File: src/common/ait_regs.svh
// image address translator: address map, framing and queue constants
// assumes inclusion by bare name from the package, compiled ahead of the design modules
`ifndef AIT_REGS_SVH
`define AIT_REGS_SVH

// last discrete register (777 octal), points packed sixteen to a word
`define AIT_DISC_LAST 12'h1ff
// word offset added to a discrete register number
`define AIT_DISC_OFS 12'h040
// integer registers run from 2000 octal to 6777 octal
`define AIT_INT_FIRST 12'h400
`define AIT_INT_LAST 12'hdff
// word offset subtracted from an integer register number
`define AIT_INT_OFS 12'h1c0
// whole-word and lowest-point masks of a packed word
`define AIT_MASK_WORD 16'hffff
`define AIT_MASK_PT0 16'h0001
// bit times per serial character without and with parity
`define AIT_CHAR_BITS_NOPAR 4'ha
`define AIT_CHAR_BITS_PAR 4'hb
// messages that may wait in each queue, the newest one included
`define AIT_Q_DEPTH 3
// control word bit that enables message capture
`define AIT_DBG_BIT 15
// leading bytes of a message kept for capture, and the last index
`define AIT_DBG_BYTES 10
`define AIT_DBG_LAST_IDX 4'h9
// command byte marks
`define AIT_CMD_RSP_BIT 7
`define AIT_CMD_ERR_BIT 6

`endif

File: src/common/ait_pkg.sv
// image address translator: shared types
// assumes the constants header sits beside this file
`default_nettype none
package ait_pkg;
  `include "ait_regs.svh"

  // one translation request from the rack side
  typedef struct packed {
    logic vld;           // request strobe
    logic we;            // write, else read
    logic is_point;      // single discrete point, else whole word
    logic [11:0] reg_num; // register number as the binary value of its octal form
    logic [3:0] point;   // point suffix .00 to .17
    logic [15:0] wdata;  // word data, bit 0 carries a point value
  } ait_req_t;

  // one access to the dual-port image
  typedef struct packed {
    logic en;
    logic we;
    logic [11:0] addr;
    logic [15:0] mask;
    logic [15:0] wdata;
  } ait_img_t;

  // one byte of a message on its way in or out
  typedef struct packed {
    logic vld;
    logic sof;
    logic [7:0] data;
  } ait_byte_t;

  // how a command byte is to be marked
  typedef enum logic [1:0] {
    AIT_MSG_REQ = 2'b00,
    AIT_MSG_RSP = 2'b01,
    AIT_MSG_ERR = 2'b10
  } ait_msg_kind_t;

  // capture state per direction
  typedef enum logic {
    AIT_CAP_IDLE = 1'b0,
    AIT_CAP_RUN = 1'b1
  } ait_cap_st_t;

  // translation result
  typedef struct packed {
    logic ok;
    logic [11:0] addr;
  } ait_map_t;
endpackage : ait_pkg
`default_nettype wire

File: src/verilog/ait_xlat.sv
// image address translator: register number to image word, framing, queues, capture
// assumes requests, bytes and the control word come from logic on core_clk,
// and the parity strap arrives from a pin
//
// Behaviour
// - registers 0.00 to 777.17 are single points
// - sixteen points packed per image word
// - point .00 sits in bit 0
// - discrete word index is number plus 64
// - integer word index is number minus 448
// - character is 10 bits, 11 with parity
// - at most three received requests wait
// - at most three local requests wait
// - at most three received responses wait
// - top bit marks response, two mark error
// - control bit 15 captures leading message bytes
`default_nettype none
module ait_xlat
  import ait_pkg::*;
#(
  parameter int QDEPTH = `AIT_Q_DEPTH
) (
  // clock and reset
  input wire logic core_clk,
  input wire logic sys_rst,
  // translation request and image access
  input wire ait_req_t req,
  output ait_img_t img,
  output logic xlat_ack,
  output logic xlat_err,
  // serial framing
  input wire logic parity_en,
  output logic [3:0] char_bits,
  // message queues: 0 received requests, 1 local requests, 2 received responses
  input wire logic [2:0] q_push,
  input wire logic [2:0] q_pop,
  output logic [2:0] q_full,
  output logic [2:0][$clog2(QDEPTH+1)-1:0] q_count,
  output logic [2:0] q_ovf,
  // command byte marking
  input wire logic cmd_in_vld,
  input wire logic [7:0] cmd_in,
  input wire ait_msg_kind_t cmd_kind,
  output logic cmd_vld,
  output logic [7:0] cmd_out,
  // message capture: 0 received, 1 transmitted
  input wire logic [15:0] ctrl_word,
  input wire ait_byte_t [1:0] msg_byte,
  output logic [1:0][4:0][15:0] dbg_words
);
  // whole state of the translator apart from the queue trackers
  typedef struct packed {
    ait_img_t img;
    logic ack;
    logic err;
    logic par_s1;
    logic par_s2;
    logic [3:0] char_bits;
    logic cmd_vld;
    logic [7:0] cmd_out;
    ait_cap_st_t [1:0] cap_st;
    logic [1:0][3:0] cap_cnt;
    logic [1:0][4:0][15:0] dbg;
  } ait_state_t;

  ait_state_t s_reg;
  ait_state_t s_next;
  ait_map_t map_w;   // translation of the current request
  logic dbg_on;      // capture enabled by the control word

  // range check and offset of one register number
  function automatic ait_map_t ait_map(input logic [11:0] num, input logic is_point);
    ait_map_t m;
    m = '0;
    if (num <= `AIT_DISC_LAST)
    begin
      m.ok = 1'b1;
      m.addr = num + `AIT_DISC_OFS;
    end
    // integer range, minus offset; points do not exist here
    else if (!is_point && num >= `AIT_INT_FIRST && num <= `AIT_INT_LAST)
    begin
      m.ok = 1'b1;
      m.addr = num - `AIT_INT_OFS;
    end
    return m;
  endfunction : ait_map

  // command byte with its response or error marks
  function automatic logic [7:0] ait_mark(input logic [7:0] c, input ait_msg_kind_t k);
    logic [7:0] r;
    r = c;
    case (k)
      AIT_MSG_RSP: r[`AIT_CMD_RSP_BIT] = 1'b1;
      AIT_MSG_ERR:
      begin
        r[`AIT_CMD_RSP_BIT] = 1'b1;
        r[`AIT_CMD_ERR_BIT] = 1'b1;
      end
      default: r = c;
    endcase
    return r;
  endfunction : ait_mark

  assign map_w = ait_map(req.reg_num, req.is_point);
  assign dbg_on = ctrl_word[`AIT_DBG_BIT];

  // outputs other than the queue ports come from the state register
  assign img = s_reg.img;
  assign xlat_ack = s_reg.ack;
  assign xlat_err = s_reg.err;
  assign char_bits = s_reg.char_bits;
  assign cmd_vld = s_reg.cmd_vld;
  assign cmd_out = s_reg.cmd_out;
  assign dbg_words = s_reg.dbg;

  // next state: translation, framing, marking and capture
  always_comb
  begin
    s_next = s_reg;
    s_next.img.en = 1'b0;
    s_next.ack = 1'b0;
    s_next.err = 1'b0;
    s_next.cmd_vld = 1'b0;
    // parity strap comes off a pin, so two flops before use
    s_next.par_s1 = parity_en;
    s_next.par_s2 = s_reg.par_s1;
    s_next.char_bits = s_reg.par_s2 ? `AIT_CHAR_BITS_PAR : `AIT_CHAR_BITS_NOPAR;
    // one answer per request, one cycle later
    if (req.vld)
    begin
      s_next.ack = 1'b1;
      s_next.err = !map_w.ok;
      s_next.img.en = map_w.ok;
      s_next.img.we = req.we;
      s_next.img.addr = map_w.addr;
      if (req.is_point)
      begin
        s_next.img.mask = `AIT_MASK_PT0 << req.point;
        s_next.img.wdata = req.wdata[0] ? s_next.img.mask : '0;
      end
      else
      begin
        s_next.img.mask = `AIT_MASK_WORD;
        s_next.img.wdata = req.wdata;
      end
    end
    if (cmd_in_vld)
    begin
      s_next.cmd_vld = 1'b1;
      s_next.cmd_out = ait_mark(cmd_in, cmd_kind);
    end
    // capture of leading bytes; first byte lands in the high half
    for (int ch = 0; ch < 2; ch++)
    begin
      if (!dbg_on)
        s_next.cap_st[ch] = AIT_CAP_IDLE;
      else if (msg_byte[ch].vld && msg_byte[ch].sof)
      begin
        s_next.dbg[ch] = '0;
        s_next.dbg[ch][0][15:8] = msg_byte[ch].data;
        s_next.cap_cnt[ch] = 4'h1;
        s_next.cap_st[ch] = AIT_CAP_RUN;
      end
      else if (msg_byte[ch].vld && s_reg.cap_st[ch] == AIT_CAP_RUN)
      begin
        if (s_reg.cap_cnt[ch][0])
          s_next.dbg[ch][s_reg.cap_cnt[ch][3:1]][7:0] = msg_byte[ch].data;
        else
          s_next.dbg[ch][s_reg.cap_cnt[ch][3:1]][15:8] = msg_byte[ch].data;
        s_next.cap_cnt[ch] = s_reg.cap_cnt[ch] + 4'h1;
        // later bytes of a long message are not kept
        if (s_reg.cap_cnt[ch] == `AIT_DBG_LAST_IDX)
          s_next.cap_st[ch] = AIT_CAP_IDLE;
      end
    end
  end

  // state register
  always_ff @(posedge core_clk)
  begin
    if (sys_rst)
    begin
      s_reg <= '0;
      s_reg.char_bits <= `AIT_CHAR_BITS_NOPAR;
    end
    else
      s_reg <= s_next;
  end

  generate
    for (genvar q = 0; q < 3; q++)
    begin : g_q
      ait_q_track #(
        .DEPTH(QDEPTH)
      ) u_q (
        .core_clk(core_clk),
        .sys_rst(sys_rst),
        .push(q_push[q]),
        .pop(q_pop[q]),
        .full(q_full[q]),
        .count(q_count[q]),
        .overflow(q_ovf[q])
      );
    end
  endgenerate
endmodule : ait_xlat
`default_nettype wire

File: src/verilog/ait_q_track.sv
// image address translator: occupancy tracker of one message queue
// assumes push and pop come from logic on core_clk
`default_nettype none
module ait_q_track
  import ait_pkg::*;
#(
  parameter int DEPTH = `AIT_Q_DEPTH
) (
  // clock and reset
  input wire logic core_clk,
  input wire logic sys_rst,
  // queue events
  input wire logic push,
  input wire logic pop,
  // occupancy
  output logic full,
  output logic [$clog2(DEPTH+1)-1:0] count,
  output logic overflow
);
  localparam int CW = $clog2(DEPTH+1);
  localparam logic [CW-1:0] MAXC = CW'(DEPTH);

  // whole state of the tracker
  typedef struct packed {
    logic [CW-1:0] cnt;
    logic ovf;
  } ait_q_state_t;

  ait_q_state_t s_reg;
  ait_q_state_t s_next;

  // full is combinational so a push in the same cycle sees it
  assign full = (s_reg.cnt == MAXC);
  assign count = s_reg.cnt;
  assign overflow = s_reg.ovf;

  // count moves by at most one; a push without a pop into a full queue is refused
  always_comb
  begin
    s_next = s_reg;
    s_next.ovf = 1'b0;
    if (push && !pop)
    begin
      if (full)
        s_next.ovf = 1'b1;
      else
        s_next.cnt = s_reg.cnt + CW'(1);
    end
    else if (pop && !push && s_reg.cnt != '0)
      s_next.cnt = s_reg.cnt - CW'(1);
  end

  // state register
  always_ff @(posedge core_clk)
  begin
    if (sys_rst)
      s_reg <= '0;
    else
      s_reg <= s_next;
  end
endmodule : ait_q_track
`default_nettype wire

File: config.mk
export PLATFORM = sky130hd
export DESIGN_NAME = ait_xlat
export DESIGN_NICKNAME = d
export VERILOG_FILES = /design/src/common/ait_pkg.sv /design/src/verilog/ait_xlat.sv /design/src/verilog/ait_q_track.sv
export VERILOG_INCLUDE_DIRS = /design/src /design/src/common
export SDC_FILE = /design/constraint.sdc
export NUM_CORES = 1
export LEC_CHECK = 0
export BUFFER_PORTS_ARGS = -buffer_cell sky130_fd_sc_hd__buf_2
export CORE_MARGIN = 2
export CORE_UTILIZATION = 54
export DETAILED_ROUTE_END_ITERATION = 16
export GPL_TIMING_DRIVEN = 0
export PLACE_DENSITY = 0.81
export SLEW_MARGIN = 0
export SYNTH_ARGS = -nofsm -noshare
export SYNTH_HDL_FRONTEND = slang
export SYNTH_HIERARCHICAL = 1
export SYNTH_SLANG_ARGS = --single-unit
File: constraint.sdc
create_clock -name core_clk -period 2.3 [get_ports core_clk]
set_clock_uncertainty 0.05 [all_clocks]
set_input_delay 0.115 -clock core_clk [delete_from_list [all_inputs] [get_ports core_clk]]
set_output_delay 0.115 -clock core_clk [all_outputs]
set_load 0.05 [all_outputs]
Word level (Yosys, flattened, before mapping)
Cells that the tools add are included.
- add/subtract/negate cells: 10
- equality and inequality tests: 10
- order comparisons: 7
- mux-type cells: 49
- shift-type cells: 1
- reductions and logical operators: 48
- bitwise logic cells: 5
- operator list (operator ; number):
    80-bit two-way mux ; 6
    80-bit bitwise mux ; 4
    16-bit demux with 3-bit select ; 4
    16-bit two-way mux ; 3
    32-bit two-way mux ; 1
    13-bit two-way mux ; 2
    2-bit two-way mux ; 10
    2-bit nonzero test ; 10
    1-bit logical AND ; 17
    4-bit two-way mux ; 4
    8-bit two-way mux ; 2
    1-bit by 4-bit << shifter with 16-bit output, first input constant ; 1
    2-bit AND reduction ; 7
    12-bit by 7-bit adder with 12-bit output, second input constant ; 1
    12-bit by 11-bit >= comparator with 1-bit output, second input constant ; 1
    12-bit less-or-equal comparator, second input constant ; 1
    12-bit by 9-bit less-or-equal comparator with 1-bit output, second input constant ; 1
    1-bit two-way mux ; 12
    2-bit OR reduction ; 6
    12-bit by 9-bit subtractor with 12-bit output, second input constant ; 1
    9-bit two-way mux ; 1
    4-bit by 1-bit adder with 4-bit output, second input constant ; 2
    2-bit equality test, second input constant ; 4
    4-bit equality test, second input constant ; 2
    other kinds (8) ; 27
- input port bits: 91
- register bits: 242

Longest topological paths before layout
Gate-level depths: netlist of run 1.
- depth after elaboration: 8
- gate-level depth with buffers: 6
- depth with buffers taken out: 5

Cells and area by module
The synthesis of run 1 kept the hierarchy.
- by module, submodules not included (module ; cells an instance ; instances ; sequential area each (um^2) ; area an instance (um^2)):
    ait_xlat ; 1333 ; 1 ; 4604.4 ; 12404.4
    ait_q_track ; 15 ; 3 ; 60.1 ; 143.9

Worst setup path after synthesis of run 1
Ideal clock, no wire load.
- path type: register to register
- start: reg s_reg[160] (netlist name)
- end: reg s_reg (netlist bit dbg_words[10])
- required time: 2.129 ns
- stages on the path, launching flop included: 6
- data arrival time: 1.677 ns
- clock period less this slack: 1.848 ns
- path slack: 0.452 ns
- cells stage by stage: dfxtp_1 buf_2 nand2b_1 buf_2 a221oi_4 mux2_4
- word-level cells in the longest chain between the ends: 3
- ends and longest elaborated chain (element ; RTL line ; source):
    from (decl) ; ait_xlat.sv:66 ; ait_state_t s_reg;
    from (signal assigned) ; ait_xlat.sv:188 ; s_reg <= s_next;
    80-bit two-way mux ; ait_xlat.sv:167 ; if (s_reg.cap_cnt[ch][0])
    80-bit two-way mux ; ait_xlat.sv:165 ; else if (msg_byte[ch].vld && s_reg.cap_st[ch] == AIT_CAP_RUN)
    80-bit two-way mux ; ait_xlat.sv:158 ; else if (msg_byte[ch].vld && msg_byte[ch].sof)
No other way between the ends. The select of a mux whose other input is x is not followed.
A chain may end at the register's enable or synchronous reset.

Final worst setup path of run 1
- start: reg s_reg[164] (netlist name)
- end: reg s_reg (netlist bit dbg_words[118])
The elaborated chain is that of the path after synthesis.

==> results of run 1 <==
where the power goes:
group | leakage [nW] | internal (mW) | switching, mW
Clock | 0.387 | 2.32 | 1.69
Sequential | 1.94 | 4.23 | 0.0536
Combinational | 4.65 | 0.478 | 0.853
Total | 6.97 | 7.03 | 2.60
layer usage:
layer	vias up	part of all wire [%]
met5	-	0
met4	0	2.8
met3	71	8.3
met2	487	48
met1	5294	41
li1	5274	-
worst max-delay path, cell delays in order (launching register included):
cell                       delay, ns
sky130_fd_sc_hd__dfxtp_1        0.42
sky130_fd_sc_hd__clkbuf_1       0.40
sky130_fd_sc_hd__nor2b_1        0.19
sky130_fd_sc_hd__clkbuf_1       0.28
sky130_fd_sc_hd__clkbuf_1       0.41
sky130_fd_sc_hd__nand4_1        0.17
sky130_fd_sc_hd__mux2i_1        0.15
logic make-up after synthesis:
group	Yosys count	share of synthesized area (%)
simple gates	494	22.3
buf+inv	338	16.7
flops	239	37.3
mux	173	13.9
compound gates	123	9.02
fa+ha+maj	6	0.585
xor+xnor	3	0.205
other cells	2	0.0585
synthesized netlist by cell type (all sizes together), types with 3 or more instances:
master	count
a211oi	29
a21bo	3
a21oi	41
a221oi	9
a22o	9
a31oi	5
and2	8
and4b	3
buf	242
clkbuf	84
dfxtp	239
ha	6
inv	11
mux2	19
mux2i	154
nand2	17
nand2b	155
nand3	98
nand4	49
nand4b	4
nor2	51
nor2b	64
nor3	16
nor3b	7
o21ai	4
o311ai	3
or3	8
or3b	7
xor2	3
what timing repair did:
action | CTS | global route
hold endpoints to repair | 52 | 0
buffers inserted | 0 | 0
endpoints found under the setup margin | 0 | 23
hold buffers | 57 | 0
resized for setup | 0 | 2
through the flow:
stage | power (mW) | utilization (%) | setup TNS (ns) | worst slack [ns]
2_1_floorplan | 5.26 | - | 0 | 0.452
3_3_place_gp | 5.58 | 62.9 | -7.50 | -0.355
3_5_place_dp | 5.59 | 62.9 | -9.07 | -0.368
4_1_cts | 9.63 | 68.8 | 0 | 0.106
5_1_grt | 9.94 | 68.8 | 0 | 0.000525
6_report | 9.63 | 68.8 | 0 | 0.162
worst max path at each step:
stage / endpoint / slack [ns] / cells after the start
finish: dbg_words[118] / 0.16 / 6
global route: dbg_words[86] / 0.0005 / 6
CTS: dbg_words[145] / 0.11 / 5
detailed placement: img[41] / -0.37 / 5
global placement: img[41] / -0.35 / 5
floorplan: dbg_words[10] / 0.45 / 5
final cells by class:
| type | count | area share [%] |
|---|---|---|
| well taps | 319 | 2.48 |
| multi-input cells | 802 | 36.8 |
| clock buffers | 40 | 4.62 |
| clock inverters | 4 | 0.303 |
| repair buffers | 355 | 12.8 |
| flip-flops and latches | 239 | 29.7 |
| inverters | 12 | 0.280 |
| plain buffers | 325 | 13.0 |
==> flow_metrics.py, run 1 <==
metrics = {
    "status": {
        "outcome": "finished, final reports clean",
    },
    "route": {
        "detailed_route_iter0_violations": 722,
        "routed-via-count": 11100,
        "postRouteAntennaNets": 0,
        "drcViolationCount": 0,
        "wl_per_cell_um": 17.3,
        "routed_wl_mm": 36.3,
        "vias_per_cell": 5.31,
        "drtPass1Iterations": 7,
    },
    "synthesis": {
        "synth_top_cell_by_area": "sky130_fd_sc_hd__dfxtp_1",
        "average_footprint_of_a_synthesized_cell_um2": 9.31,
        "seq_area_frac_synth_pct": 37.3,
        "synth.top_cell.area_share_pct": 37.3,
        "ys_types": 66,
        "synth-warning-count": 6,
        "yosys-top-cells-area": "sky130_fd_sc_hd__dfxtp_1, sky130_fd_sc_hd__buf_4, sky130_fd_sc_hd__mux2i_1",
        "synth_enable_flop_cells": 0,
        "synth_cells": 1378,
        "synth_top_flop_cell": "sky130_fd_sc_hd__dfxtp_1",
        "post_synthesis_instance_area_um2": 12800,
        "postSynthRegisterBits": 239,
        "synthArstFlopShare_pct": 0,
    },
    "global_route": {
        "grt.total_usage_pct": 27.9,
        "busiest_layer": "met2",
        "grtUsageMet3_pct": 6.30,
        "grt_start_max_net_pins": 23,
        "met2_track_demand_over_resource_pct": 48.1,
        "first_pass_grt_wire_length_mm": 55.6,
        "grt_antenna_before_repair": 0,
        "via_count_of_the_first_global_routing_pass": 10700,
        "globalRoute.totalOverflow": 0,
        "use_met1_pct": 34.5,
    },
    "cells_and_area": {
        "finish.instance_area_um2": 16100,
        "n_fill_cell": 1880,
        "most_common_library_cell_in_the_layout_ignoring_fill_and_taps": "sky130_fd_sc_hd__buf_2",
        "final_cell_mix": "sky130_fd_sc_hd__buf_2, sky130_fd_sc_hd__dfxtp_1, sky130_fd_sc_hd__buf_4",
        "finalNetCount": 1859,
        "area_used_by_multi_input_combinational_logic_um2": 5930,
        "register_area_um2": 4780,
        "final_layout_size_suffix_gt1_share_pct": 35.3,
        "insertedDiodeCount": 0,
        "instances_no_fill": 2096,
        "largest_register_ffs": 160,
        "area_delta_synth_final_pct": 25.4,
    },
    "worst_setup_path": {
        "required_ns": 2.70,
        "r2r_end": "dbg_words[118]",
        "critPathLaunch": "s_reg[164]",
        "setup.reg_to_reg.worst_slack_ns": 0.16,
        "critPathCaptureType": "flip-flop",
        "setup.worst_path.class": "flip-flop to flip-flop",
        "worst_r2r_startpoint": "s_reg[164]",
        "count_of_cells_along_the_worst_register_to_register_path": 6,
        "critical_path.startpoint_type": "flip-flop",
        "critical_path.max_fanout": 10,
        "critPathArrivalTime_ns": 2.54,
    },
    "clock_network": {
        "root_buffer": "sky130_fd_sc_hd__clkbuf_16",
        "clkSinkCount": 239,
        "clk_pin_slew_ns": 0.06,
        "total_clock_buffers_created_by_cts": 27,
        "h-tree-depth": 1,
        "clk-insertion-delay-late_ns": 0.53,
        "max-clock-path-buffers": 3,
        "cts_tree": "done",
    },
    "timing": {
        "worst-slew-pin-transition_ns": 0.953,
        "fmax_mhz": 468,
        "hold_slack_ns": 0.00569,
        "final-hold-violation-count": 0,
        "slew-limit-headroom_pct": 36.5,
        "finalMaxSlewViolations": 0,
        "layout_min_cycle_time_ns": 2.14,
        "timing.final.crit_share_pct": 92.9,
        "unrepaired_setup_endpoints_after_global_routing": "false",
        "setup_viol": 0,
    },
    "job": {
        "max_cap_viol_count": 0,
    },
    "placed_design": {
        "routabilityCongestion": 0.911,
        "place.detailed.instances": 1996,
        "hpwlAfterDp_mm": 25.5,
        "port_buffer_cells": 298,
        "post_dp_cell_area_um2": 14700,
    },
    "floorplan": {
        "core_region_area_um2": 23400,
        "fp.dieArea_um2": 25000,
        "row_count": 56,
        "ios": 324,
        "dieHeight_um": 158,
        "initial_utilization_pct": 54.8,
        "horizontal_die_dimension_um": 158,
    },
    "worst_hold_path": {
        "worst_hold_check_path_type": "primary input to flip-flop",
        "hold_path_start": "req[9]",
        "timing.hold.worst_path_depth": 4,
        "min_delay_worst_endpoint": "img[9]",
    },
    "power_and_ir_drop": {
        "vdd_drop_max_mv": 0.425,
        "leakage_nw": 6.97,
        "pwr_density_cell_nw_per_um2": 598,
    },
}
Power figures use the tool's default switching activity.
==> run 2, diff against run 1 <==
==> constraint.sdc (replaced) <==
create_clock -name core_clk -period 2.3 [get_ports core_clk]
set_clock_uncertainty 0.05 [all_clocks]
set_input_delay 0.46 -clock core_clk [delete_from_list [all_inputs] [get_ports core_clk]]
set_output_delay 0.46 -clock core_clk [all_outputs]
set_load 0.05 [all_outputs]
==> run 2 against run 1 <==
  * Register-to-register slack about the same
  * Cell count is 2.7% lower
  * Critical path depth unchanged
  * Sequential share of layout area increased by 1.1 points
  * Sequential power about the same
  * Combinational power down 7%
  * Largest power group unchanged
==> flow_metrics.py, run 2 (synthesized netlist as in run 1, its figures left out) <==
metrics = {
    "floorplan": {
        "fp.dieArea_um2": 25000,
        "initial_utilization_pct": 54.8,
        "dieHeight_um": 158,
        "core_region_area_um2": 23400,
        "ios": 324,
        "horizontal_die_dimension_um": 158,
        "row_count": 56,
    },
    "global_route": {
        "via_count_of_the_first_global_routing_pass": 10200,
        "first_pass_grt_wire_length_mm": 53.8,
        "grt.total_usage_pct": 27.0,
        "globalRoute.totalOverflow": 0,
        "grt_antenna_before_repair": 1,
        "grt_start_max_net_pins": 32,
    },
    "route": {
        "wl_per_cell_um": 17.2,
        "detailed_route_iter0_violations": 728,
        "routed-via-count": 10800,
        "vias_per_cell": 5.30,
        "postRouteAntennaNets": 0,
        "drcViolationCount": 0,
        "drtPass1Iterations": 8,
        "routed_wl_mm": 35.2,
    },
    "clock_network": {
        "max-clock-path-buffers": 3,
        "h-tree-depth": 1,
        "postCtsSetupRepairBufs": 0,
        "root_buffer": "sky130_fd_sc_hd__clkbuf_16",
        "cts_tree": "done",
        "clk-insertion-delay-late_ns": 0.52,
        "hold_buffers": 0,
        "clk_pin_slew_ns": 0.06,
        "clkSinkCount": 239,
        "total_clock_buffers_created_by_cts": 27,
    },
    "job": {
        "max_cap_viol_count": 0,
    },
    "timing": {
        "timing.final.crit_share_pct": 92.7,
        "setup-tns-final_ns": 0,
        "layout_min_cycle_time_ns": 2.13,
        "final-hold-violation-count": 0,
        "fmax_mhz": 469,
        "finalMaxSlewViolations": 0,
        "setup_viol": 0,
        "worst-slew-pin-transition_ns": 0.915,
        "slew-limit-headroom_pct": 38.9,
        "hold_slack_ns": 0.0942,
        "unrepaired_setup_endpoints_after_global_routing": "false",
    },
    "worst_hold_path": {
        "worst_hold_check_path_type": "primary input to flip-flop",
        "hold_path_start": "req[20]",
        "min_delay_worst_endpoint": "img[32]",
        "timing.hold.worst_path_depth": 2,
    },
    "power_and_ir_drop": {
        "total_power_mw": 9.53,
        "vdd_drop_max_mv": 0.422,
        "leakage_nw": 6.73,
        "pwr_density_cell_nw_per_um2": 614,
    },
    "status": {
        "outcome": "finished, final reports clean",
    },
    "placed_design": {
        "hpwlAfterDp_mm": 25.5,
        "routabilityCongestion": 0.911,
        "port_buffer_cells": 298,
    },
    "worst_setup_path": {
        "r2r_end": "dbg_words[82]",
        "critical_path.startpoint_type": "flip-flop",
        "critical_path.max_fanout": 10,
        "required_ns": 2.70,
        "crit_top_cell": "sky130_fd_sc_hd__clkbuf_1",
        "worst_r2r_startpoint": "s_reg[164]",
        "cp_slowest_stage_delay_ns": 0.42,
        "setup.reg_to_reg.worst_slack_ns": 0.17,
        "crit_buf_inv": 3,
        "cpLargestDelayFamily": "buffers and inverters",
        "critPathCaptureType": "flip-flop",
        "critPathArrivalTime_ns": 2.53,
        "setup.worst_path.class": "flip-flop to flip-flop",
        "count_of_cells_along_the_worst_register_to_register_path": 6,
        "critical_path.cell_chain": "clkbuf_1, nor2b_1, clkbuf_1, buf_1, nand3_1, mux2i_1",
        "critical_path.slowest_cell": "sky130_fd_sc_hd__dfxtp_1",
    },
    "cells_and_area": {
        "area_delta_synth_final_pct": 21.0,
        "largest_register_ffs": 160,
        "finalNetCount": 1802,
        "n_fill_cell": 1980,
        "most_common_library_cell_in_the_layout_ignoring_fill_and_taps": "sky130_fd_sc_hd__buf_2",
        "final_cell_mix": "sky130_fd_sc_hd__buf_2, sky130_fd_sc_hd__dfxtp_1, sky130_fd_sc_hd__buf_4",
        "area_used_by_multi_input_combinational_logic_um2": 5930,
        "final_layout_size_suffix_gt1_share_pct": 36.5,
        "register_area_um2": 4780,
    },
}
run 2: changes by cell type in the layout (fill, tap and decap cells not counted):
cell	change
sky130_fd_sc_hd__dlygate4sd3_1	-57
sky130_fd_sc_hd__buf_1	+1
sky130_fd_sc_hd__diode_2	+1
sky130_fd_sc_hd__clkbuf_1	-1
run 2: metrics by stage:
| step | area [µm²] | instances | utilization, % | setup WS, ns |
|---|---|---|---|---|
| finish | 15500 | 2040 | 66.4 | 0.168 |
| global route | 15500 | 2040 | 66.4 | 0.0136 |
| CTS | 15500 | 2039 | 66.3 | 0.106 |
| detailed placement | 14700 | 1996 | 62.9 | -0.713 |
| global placement | 14700 | 1996 | 62.9 | -0.700 |
| floorplan | 12800 | 1379 | - | 0.429 |
run 2: cell type report:
| type | count | share of cell area [%] |
|---|---|---|
| Antenna cell | 1 | 0.0161 |
| Buffer | 325 | 13.5 |
| Clock buffer | 40 | 4.79 |
| Clock inverter | 4 | 0.314 |
| Inverter | 12 | 0.290 |
| Multi-Input combinational cell | 802 | 38.2 |
| Sequential cell | 239 | 30.8 |
| Tap cell | 319 | 2.57 |
| Timing Repair Buffer | 298 | 9.60 |
run 2: worst max-delay path by stage:
stage	start	to	slack, ns	cells past startpoint
final	s_reg[164]	dbg_words[82]	0.17	6
after global routing	s_reg[164]	dbg_words[86]	0.01	6
after CTS	s_reg[166]	dbg_words[145]	0.11	5
after detailed placement	sys_rst	img[41]	-0.71	5
after global placement	sys_rst	img[41]	-0.70	5
after floorplan	msg_byte[9]	dbg_words[0]	0.43	5
run 2: routing by layer:
layer / track usage (%) / routed length, µm / vias up
li1: - / - / 5140
met3: 6.02 / 2880 / 58
met2: 46.2 / 16800 / 453
met5: 0 / 0 / -
met4: 7.59 / 759 / 0
met1: 34.1 / 14700 / 5152
run 2: repair_timing:
| item | CTS | global route |
|---|---|---|
| gates resized for setup | 0 | 3 |
| hold endpoints to repair | 0 | 0 |
| pin swaps | 0 | 0 |
| setup endpoints to repair | 20 | 24 |
run 2: where the power goes:
group          internal (mW)  leakage (nW)  switching, mW  total [mW]
clock                   2.32         0.387           1.69        4.01
sequential              4.23          1.94         0.0533        4.28
combinational          0.414          4.40          0.829        1.24
